<file path="src/include/periph_ctrl_pkg.sv">
package periph_ctrl_pkg;
    // ****************************************************************
    // Pin map and widths
    // ****************************************************************
    localparam int PIN_COUNT = 11;
    localparam int MUX_W = 8;
    localparam int ALE_PIN = 8;
    localparam int RD_PIN = 9;
    localparam int WR_PIN = 10;
    localparam int IRQ_COUNT = 2;
    localparam int PERIOD_W = 7;
    localparam int DIV_W = 16;
    localparam int CNT_W = 3;

    // ****************************************************************
    // Mode encoding and reset values
    // ****************************************************************
    localparam logic MODE_SIMPLE = 1'b0;
    localparam logic MODE_UPBUS = 1'b1;
    localparam logic [PIN_COUNT-1:0] PINS_RELEASED = 11'h7ff;
    localparam logic [PIN_COUNT-1:0] PINS_ZERO = 11'h000;
    localparam logic [MUX_W-1:0] BYTE_ZERO = 8'h00;
    localparam logic [IRQ_COUNT-1:0] IRQ_ZERO = 2'h0;

    // ****************************************************************
    // Timing
    // ****************************************************************
    localparam int CLK_PERIOD_NS = 25;
    localparam int HALF_MS_NS = 500000;
    localparam int HALF_MS_CYCLES_DEF = HALF_MS_NS / CLK_PERIOD_NS;
    localparam logic [PERIOD_W-1:0] PERIOD_MIN_MS = 7'd2;
    localparam logic [PERIOD_W-1:0] PERIOD_MAX_MS = 7'd126;
    // Cycles spent in each microprocessor bus phase, each at least one
    localparam logic [CNT_W-1:0] ALE_CYC = 3'd2;
    localparam logic [CNT_W-1:0] HOLD_CYC = 3'd1;
    localparam logic [CNT_W-1:0] STROBE_CYC = 3'd3;
    localparam logic [CNT_W-1:0] RECOVER_CYC = 3'd1;
    localparam logic [CNT_W-1:0] CNT_ONE = 3'd1;

    typedef enum logic [2:0] {
        BUS_IDLE,
        BUS_ADDR,
        BUS_HOLD,
        BUS_STROBE,
        BUS_RECOVER
    } bus_state_e;

    typedef struct packed {
        logic [PIN_COUNT-1:0] pin_out;
        logic [PIN_COUNT-1:0] pin_oe_n;
        logic [PIN_COUNT-1:0] rd_data;
        bus_state_e state;
        logic [CNT_W-1:0] cnt;
        logic wr;
        logic [MUX_W-1:0] wdata;
        logic [MUX_W-1:0] rdata;
        logic done;
        logic busy;
        logic [DIV_W-1:0] div;
        logic [PERIOD_W-1:0] half;
        logic wave;
        logic [IRQ_COUNT-1:0] sync1;
        logic [IRQ_COUNT-1:0] sync2;
        logic [IRQ_COUNT-1:0] prev;
        logic [IRQ_COUNT-1:0] pend;
        logic irq_oe_n;
    } ctrl_s;
endpackage

</file>
<file path="src/peripheral_control_port.sv">
// Summary of operation
// [RULE_01] Mode 0: eleven shared pins form a simple software read/write port.
// [RULE_02] Simple mode: each pin direction comes from a software direction vector.
// [RULE_03] Mode 1: address then data time-multiplexed on eight bidirectional pins.
// [RULE_04] Bus mode: address latch enable marks address on the multiplexed pins.
// [RULE_05] Bus mode: read strobe pulses during every external read access.
// [RULE_06] Bus mode: write strobe pulses during every external write access.
// [RULE_07] Timer output is a 50% square wave, period 2 to 126 ms.
// [RULE_08] Either edge on each external interrupt input raises a maskable request.
// [RULE_09] Pending requests drive an active-low, level, open-drain interrupt line.
// [RULE_10] Interrupt inputs pass two flip-flops before edge comparison.
module peripheral_control_port
    import periph_ctrl_pkg::*;
#(
    parameter int HALF_MS_CYCLES = HALF_MS_CYCLES_DEF
) (
    input wire logic clk,
    input wire logic rst_n,
    input wire logic clk_en,
    input wire logic periph_bus_mode_sel,
    input wire logic [PIN_COUNT-1:0] io_dir,
    input wire logic [PIN_COUNT-1:0] io_wr_data,
    output logic [PIN_COUNT-1:0] io_rd_data,
    input wire logic [PIN_COUNT-1:0] pin_in,
    output logic [PIN_COUNT-1:0] pin_out,
    output logic [PIN_COUNT-1:0] pin_oe_n,
    input wire logic bus_req,
    input wire logic bus_wr,
    input wire logic [MUX_W-1:0] bus_addr,
    input wire logic [MUX_W-1:0] bus_wdata,
    output logic [MUX_W-1:0] bus_rdata,
    output logic bus_done,
    output logic bus_busy,
    input wire logic timer_en,
    input wire logic [PERIOD_W-1:0] timer_period_ms,
    output logic second_timer_wave_out,
    input wire logic ext_irq_in_a,
    input wire logic ext_irq_in_b,
    input wire logic [IRQ_COUNT-1:0] irq_mask,
    input wire logic [IRQ_COUNT-1:0] irq_clear,
    output logic [IRQ_COUNT-1:0] irq_pending,
    output logic irq_line_out,
    output logic irq_line_oe_n
);
    localparam logic [DIV_W-1:0] DIV_LAST = DIV_W'(HALF_MS_CYCLES - 1);

    ctrl_s st_reg;
    ctrl_s st_next;
    logic [PERIOD_W-1:0] period_clamped;

    // Out-of-range periods are pinned to the nearest legal end
    function automatic logic [PERIOD_W-1:0] clamp_period(input logic [PERIOD_W-1:0] p);
        if (p < PERIOD_MIN_MS) begin
            return PERIOD_MIN_MS;
        end else if (p > PERIOD_MAX_MS) begin
            return PERIOD_MAX_MS;
        end
        return p;
    endfunction

    // ****************************************************************
    // Next-state logic
    // ****************************************************************
    always_comb begin
        st_next = st_reg;
        period_clamped = clamp_period(timer_period_ms);
        if (clk_en) begin
            st_next.done = 1'b0;
            // Pin sampling into the software read vector
            st_next.rd_data = pin_in; // [RULE_01]

            // Interrupt inputs: second stage is the only reader of the first
            st_next.sync1 = {ext_irq_in_b, ext_irq_in_a}; // [RULE_10]
            st_next.sync2 = st_reg.sync1; // [RULE_10]
            st_next.prev = st_reg.sync2;
            // A change in the same cycle as a clear keeps the flag set
            st_next.pend = (st_reg.pend & ~irq_clear) | (st_reg.sync2 ^ st_reg.prev); // [RULE_08]
            st_next.irq_oe_n = ~|(st_reg.pend & irq_mask); // [RULE_09]

            // Timer: half period in half-ms units equals the period in ms
            if (!timer_en) begin
                st_next.div = '0;
                st_next.half = '0;
                st_next.wave = 1'b0;
            end else if (st_reg.div == DIV_LAST) begin
                st_next.div = '0;
                if (st_reg.half >= period_clamped - 7'd1) begin
                    st_next.half = '0;
                    st_next.wave = ~st_reg.wave; // [RULE_07]
                end else begin
                    st_next.half = st_reg.half + 7'd1;
                end
            end else begin
                st_next.div = st_reg.div + 16'd1;
            end

            if (periph_bus_mode_sel == MODE_SIMPLE) begin
                // Simple port; a mode change aborts any bus cycle quietly
                st_next.state = BUS_IDLE;
                st_next.busy = 1'b0;
                st_next.pin_out = io_wr_data; // [RULE_01]
                st_next.pin_oe_n = ~io_dir; // [RULE_02]
            end else begin
                // Bus mode: control pins always driven, idle high on strobes
                st_next.pin_oe_n[WR_PIN] = 1'b0;
                st_next.pin_oe_n[RD_PIN] = 1'b0;
                st_next.pin_oe_n[ALE_PIN] = 1'b0;
                st_next.pin_out[WR_PIN] = 1'b1;
                st_next.pin_out[RD_PIN] = 1'b1;
                st_next.pin_out[ALE_PIN] = 1'b0;
                if (st_reg.cnt > CNT_ONE) begin
                    st_next.cnt = st_reg.cnt - CNT_ONE;
                end
                case (st_reg.state)
                    BUS_IDLE: begin
                        st_next.pin_oe_n[MUX_W-1:0] = '1;
                        if (bus_req) begin
                            st_next.state = BUS_ADDR;
                            st_next.cnt = ALE_CYC;
                            st_next.wr = bus_wr;
                            st_next.wdata = bus_wdata;
                            st_next.busy = 1'b1;
                            st_next.pin_out[MUX_W-1:0] = bus_addr; // [RULE_03]
                            st_next.pin_oe_n[MUX_W-1:0] = '0;
                            st_next.pin_out[ALE_PIN] = 1'b1; // [RULE_04]
                        end
                    end
                    BUS_ADDR: begin
                        st_next.pin_out[ALE_PIN] = 1'b1; // [RULE_04]
                        if (st_reg.cnt == CNT_ONE) begin
                            // Address stays on the pins past the falling latch edge
                            st_next.pin_out[ALE_PIN] = 1'b0;
                            st_next.state = BUS_HOLD;
                            st_next.cnt = HOLD_CYC;
                        end
                    end
                    BUS_HOLD: begin
                        if (st_reg.cnt == CNT_ONE) begin
                            st_next.state = BUS_STROBE;
                            st_next.cnt = STROBE_CYC;
                            if (st_reg.wr) begin
                                st_next.pin_out[MUX_W-1:0] = st_reg.wdata; // [RULE_03]
                                st_next.pin_out[WR_PIN] = 1'b0; // [RULE_06]
                            end else begin
                                st_next.pin_oe_n[MUX_W-1:0] = '1; // [RULE_03]
                                st_next.pin_out[RD_PIN] = 1'b0; // [RULE_05]
                            end
                        end
                    end
                    BUS_STROBE: begin
                        st_next.pin_out[WR_PIN] = ~st_reg.wr; // [RULE_06]
                        st_next.pin_out[RD_PIN] = st_reg.wr; // [RULE_05]
                        if (st_reg.cnt == CNT_ONE) begin
                            st_next.pin_out[WR_PIN] = 1'b1;
                            st_next.pin_out[RD_PIN] = 1'b1;
                            // Read data taken on the last strobe-low cycle
                            if (!st_reg.wr) begin
                                st_next.rdata = pin_in[MUX_W-1:0]; // [RULE_03]
                            end
                            st_next.state = BUS_RECOVER;
                            st_next.cnt = RECOVER_CYC;
                        end
                    end
                    BUS_RECOVER: begin
                        st_next.pin_oe_n[MUX_W-1:0] = '1;
                        if (st_reg.cnt == CNT_ONE) begin
                            st_next.state = BUS_IDLE;
                            st_next.busy = 1'b0;
                            st_next.done = 1'b1;
                        end
                    end
                    default: begin
                        st_next.state = BUS_IDLE;
                        st_next.busy = 1'b0;
                    end
                endcase
            end
        end
    end

    // ****************************************************************
    // State register
    // ****************************************************************
    always_ff @(posedge clk or negedge rst_n) begin
        if (!rst_n) begin
            st_reg <= '{
                pin_out: PINS_ZERO, pin_oe_n: PINS_RELEASED, rd_data: PINS_ZERO,
                state: BUS_IDLE, cnt: '0, wr: 1'b0, wdata: BYTE_ZERO, rdata: BYTE_ZERO,
                done: 1'b0, busy: 1'b0, div: '0, half: '0, wave: 1'b0,
                sync1: IRQ_ZERO, sync2: IRQ_ZERO, prev: IRQ_ZERO, pend: IRQ_ZERO,
                irq_oe_n: 1'b1
            };
        end else begin
            st_reg <= st_next;
        end
    end

    // Outputs straight from the state register, except irq_line_out which is tied low
    assign io_rd_data = st_reg.rd_data;
    assign pin_out = st_reg.pin_out;
    assign pin_oe_n = st_reg.pin_oe_n;
    assign bus_rdata = st_reg.rdata;
    assign bus_done = st_reg.done;
    assign bus_busy = st_reg.busy;
    assign second_timer_wave_out = st_reg.wave;
    assign irq_pending = st_reg.pend;
    assign irq_line_out = 1'b0; // Open drain: only the enable ever moves
    assign irq_line_oe_n = st_reg.irq_oe_n;
endmodule

</file>
<file path="config.mk">
export PLATFORM = sky130hd
export DESIGN_NAME = peripheral_control_port
export DESIGN_NICKNAME = d
export VERILOG_FILES = /design/src/include/periph_ctrl_pkg.sv /design/src/peripheral_control_port.sv
export SDC_FILE = /design/constraint.sdc
export NUM_CORES = 1
export LEC_CHECK = 0
export BUFFER_PORTS_ARGS = -buffer_cell sky130_fd_sc_hd__clkbuf_2
export CAP_MARGIN = 20
export CORE_MARGIN = 4
export CORE_UTILIZATION = 59
export DETAILED_ROUTE_END_ITERATION = 8
export PLACE_DENSITY = 0.86
export SLEW_MARGIN = 20
export SYNTH_ARGS = -nofsm -noshare
export SYNTH_HDL_FRONTEND = slang
export SYNTH_SLANG_ARGS = --single-unit
</file>
<file path="constraint.sdc">
create_clock -name clk -period 6.8 [get_ports clk]
set_input_delay 0.68 -clock clk [delete_from_list [all_inputs] [get_ports clk]]
set_output_delay 0.68 -clock clk [all_outputs]
set_load 0.01 [all_outputs]
</file>
==> results.md <==
- The number of fill cells is 635.
- The number of standard-cell rows in the floorplan is 33.
- Of the total synthesized cell area, the portion taken by AND, OR, NAND and NOR gates is 0.149.
- Using the TritonRoute via totals, the vias-per-cell ratio works out to 5.87.
- Setup repair after global routing left no endpoint under its margin.
- The number of antenna diodes in the final layout is 0.
- The kind of cell with the highest combined delay along the critical path is compound AO/OA/AOI/OAI gates.
- The overall global routing resource usage is 0.218.
- Clock skew on the completed layout was measured at 0.0143 ns.
- The overall die width is approximately 100 um.
- The worst-skew pair later-pin latency is between 0.3 and 0.4 ns.
- The most common flop cell mapped by yosys is sky130_fd_sc_hd__dfrtp_1.
- The run finished with clean final reports.
- The sum of routed wire length over all layers is 10600 um.
- The clock tree from TritonCTS is done.
- Synthesis produced approximately 500 cells.
- The signal on the critical path passes through clkbuf_2, or3_1, nor3_1, nor2_1, o21ai_0, ha_1, nand2_1, xor2_1, ha_1, o2111ai_1, o21ai_1, o21ai_0, a22o_1.
- Data on the critical path arrives at its endpoint at 3.84 ns.
- The count of input and output buffers is 115.
- The maximum clock frequency is 279 MHz.
- The final cell count without fillers is 664.
- The final-report max-slew violation count is 0.
- Setup violations remaining at the end of the flow were counted as 0.
- The number of endpoints with negative hold slack in the final report is 0.
- Among all stages on the critical path, the largest delay is contributed by sky130_fd_sc_hd__o21ai_1.
- Of the available clock period, the critical path in the final layout requires 0.528.
- The mean cell area of the mapped netlist is 10.3 sq um.
- Dividing the detail-routed wire length by the instance count gives 16.0 um.
- In the routed design, unresolved DRC markers number 0.
- Counting distinct cell types in the post-synthesis netlist gives between 50 and 60.
- The relative max-transition margin is 0.304.
- The core region area is 8260 sq um.
- The summed negative setup slack over all endpoints is 0 ns.
- The cell total after placement is between 600 and 700.
- Counting every net in the synthesized netlist gives 571.
- The hold buffer count at cts is 0.
- The combinational family with the most area after synthesis is simple AND/OR/NAND/NOR gates.
- The global-route wire length before repair is around 18000 um.
- The number of max-capacitance violations reported is 0.
- The peak supply drop is 0.143 mV.
- Of the total synthesized cell area, the portion taken by XOR and XNOR cells is 0.0226.
- The number of search-and-repair iterations in the first detailed-routing pass is 4.
- The total vias in the final route is 3896.
- The leftover overflow at the end of global routing is 0.
- The total power consumption of the routed design is roughly 1.4 mW.
- The endpoint type of the worst setup path is a register.
- The count of warnings emitted by yosys is 0.
- Clock-pin slew was measured on the worst setup and hold paths at 0.09 ns.
- The HPWL after detailed placement is 7710 um.
- Entering global routing, the biggest net connects between 60 and 70 pins.
- The depth of the CTS H-tree is 3.
- After synthesis the netlist holds a flip-flop and latch count of roughly 90.
- 117 I/O pins were placed.
- Power spread over the standard cell area amounts to 252 nW/um^2.
- The worst path meets setup with 3.21 ns of slack.
- The relative area change from synthesis to final layout is 10.1%.
- The async set-or-reset flop fraction in the synthesized netlist is 1.00.
- The post-synthesis cell area is 5040 sq um.
- In this run the worst path has a maximum fanout of 11.
- The DRC violation total after the first TritonRoute iteration is 164.
- The clock sink total is 91.
- The fraction of final layout cells sized beyond drive strength 1 is 0.374.
- The via count of the first global-routing pass is 3927.
- In this run the vertical extent of the chip is 100 um.
- The sequential area share after synthesis is 0.455.
- The number of flip-flops under the largest register name is 44.
- The multiplexer fraction of the synthesized cell area is 0.116.
- The area of the die is 10100 sq um.
- STA classifies the critical path startpoint as a primary input.
- The leakage component of the power is 2.55 nW.
- The number of gates resized after CTS was 0.
- The worst hold path belongs to the class in -> async.
- The congestion estimate from routability-driven global placement came to 0.885.
- The compound-gate portion of the synthesized area is 0.139.
- The clock buffer count from CTS is 9.
- The transition time at the pin with the least slew margin is 1.04 ns.
- The number of antenna violations at the first check in global routing is 0.
- CTS placed an instance of sky130_fd_sc_hd__clkbuf_8 at the clock tree root.
- The data required time of the critical path is roughly 7 ns.
- The buffers inserted during post-CTS setup optimization is 0.
- The effective utilization at floorplan is 0.610.
- The adder-cell share of the synthesized area is 0.0298.
- At the end of the flow, the number of nets in the layout was 635.
- The minimum hold slack is 0.215 ns.
- In this run the remaining antenna-violating nets after routing total 0.
- The peak per-stage delay on the critical path is 0.58 ns.
- The setup path with the least slack is of type in -> reg.
- The count of flip-flops with a built-in enable after synthesis is 0.
- The number of buffers and inverters on the critical path is 1.
- The worst slack after detailed placement is 2.48 ns.
- The maximum buffer depth of the clock tree is 2.
- The minimum clock period is about 3.6 ns.
final timing paths:
| path | start | endpoint | slack, ns | cells past startpoint |
|---|---|---|---|---|
| worst min register to register | pin_oe_n[8] | pin_oe_n[8] | 0.49 | 2 |
| worst max-delay path | timer_period_ms[3] | st_reg[15] | 3.21 | 13 |
| worst max register to register | st_reg[53] | bus_rdata[0] | 4.02 | 6 |
| max in group asynchronous | rst_n | st_reg[23] | 5.47 | 2 |
| min in group clk | io_dir[10] | pin_oe_n[10] | 0.45 | 2 |
| worst min-delay path | rst_n | io_rd_data[10] | 0.22 | 1 |
cells by family (layout without fill, tap and decap cells):
kind of cell	Yosys count	after routing
adder cells (fa/ha/maj)	12	12
XOR/XNOR	13	13
flip-flops	91	91
AND/OR/NAND/NOR	148	148
buffers and inverters	72	141
AO/OA/AOI/OAI	101	101
other	1	1
multiplexers	52	52
routing by layer:
| layer | global-route usage | part of all wire | wire length, um | vias to the layer above |
|---|---|---|---|---|
| met5 | 0 | 0 | 0 | - |
| met3 | 0.0542 | 0.078 | 833 | 7 |
| li1 | - | - | - | 1851 |
| met1 | 0.288 | 0.43 | 4540 | 1913 |
| met4 | 0.0508 | 0.0088 | 93 | 0 |
| met2 | 0.363 | 0.49 | 5150 | 125 |
cell usage after synthesis, types with 2 or more instances:
master	number	area, sq um
sky130_fd_sc_hd__o221ai_1	2	17.5
sky130_fd_sc_hd__nor4_2	4	50.1
sky130_fd_sc_hd__ha_1	12	150
sky130_fd_sc_hd__o21ai_0	30	150
sky130_fd_sc_hd__dfstp_2	12	315
sky130_fd_sc_hd__a41oi_1	2	17.5
sky130_fd_sc_hd__a22o_1	7	61.3
sky130_fd_sc_hd__buf_1	2	7.51
sky130_fd_sc_hd__buf_4	45	338
sky130_fd_sc_hd__nor2b_1	5	31.3
sky130_fd_sc_hd__o2bb2ai_1	4	35.0
sky130_fd_sc_hd__and3_1	3	18.8
sky130_fd_sc_hd__a31oi_1	10	62.6
sky130_fd_sc_hd__a2111oi_0	2	17.5
sky130_fd_sc_hd__mux2_2	49	552
sky130_fd_sc_hd__o311ai_0	3	26.3
sky130_fd_sc_hd__xor2_1	6	52.6
sky130_fd_sc_hd__nor2_1	31	116
sky130_fd_sc_hd__clkbuf_1	15	56.3
sky130_fd_sc_hd__nor3_1	8	40.0
sky130_fd_sc_hd__nand3_1	25	125
sky130_fd_sc_hd__inv_1	9	33.8
sky130_fd_sc_hd__nand2b_1	9	56.3
sky130_fd_sc_hd__a21oi_2	2	17.5
sky130_fd_sc_hd__o21a_1	2	15.0
sky130_fd_sc_hd__nand2_1	43	161
sky130_fd_sc_hd__mux2i_1	3	30.0
sky130_fd_sc_hd__a21o_1	7	52.6
sky130_fd_sc_hd__dfrtp_1	79	1980
sky130_fd_sc_hd__xnor2_1	7	61.3
sky130_fd_sc_hd__or3_1	2	12.5
sky130_fd_sc_hd__or4_4	2	22.5
sky130_fd_sc_hd__a21oi_1	11	55.1
sky130_fd_sc_hd__o31ai_1	8	60.1
sky130_fd_sc_hd__a221oi_1	2	17.5
sky130_fd_sc_hd__nand4_1	3	18.8
sky130_fd_sc_hd__nor4_1	4	25.0
sky130_fd_sc_hd__o41ai_1	2	17.5
stage by stage:
stage | util | area, sq um
6_report | 0.672 | 5550
4_1_cts | 0.671 | 5540
5_1_grt | 0.672 | 5550
3_3_place_gp | 0.647 | 5340
3_5_place_dp | 0.647 | 5340
2_1_floorplan | - | 5040
area by class of cell:
cell class / instances / area (sq um) / area share
tap: 105 / 131 / 0.0237
inverter: 9 / 33.8 / 0.00609
multi-input combinational: 327 / 2310 / 0.416
clock buffer: 10 / 138 / 0.0248
clock inverter: 6 / 60.1 / 0.0108
sequential: 91 / 2290 / 0.413
timing repair buffer: 116 / 586 / 0.106
cell usage in the layout, fill, tap and decap left out, drive strengths merged, types with 4 or more instances in the layout:
cell type,count
nand2b,9
xor2,6
ha,12
dfrtp,79
clkbuf,124
o2bb2ai,4
nor4,8
dfstp,12
nor3,8
mux2,49
xnor2,7
o31ai,8
a21o,7
o21ai,32
a31oi,10
a22o,8
a21oi,13
nand2,44
nor2b,5
nand3,25
nor2,31
inv,11
power by group:
part / internal [mW] / leakage, nW / switching (mW) / total [mW]
clock: 0.150 / 0.0938 / 0.203 / 0.353
combinational: 0.158 / 1.33 / 0.178 / 0.336
sequential: 0.640 / 1.12 / 0.0685 / 0.709
No activity file was read; power rests on OpenSTA's default activity.
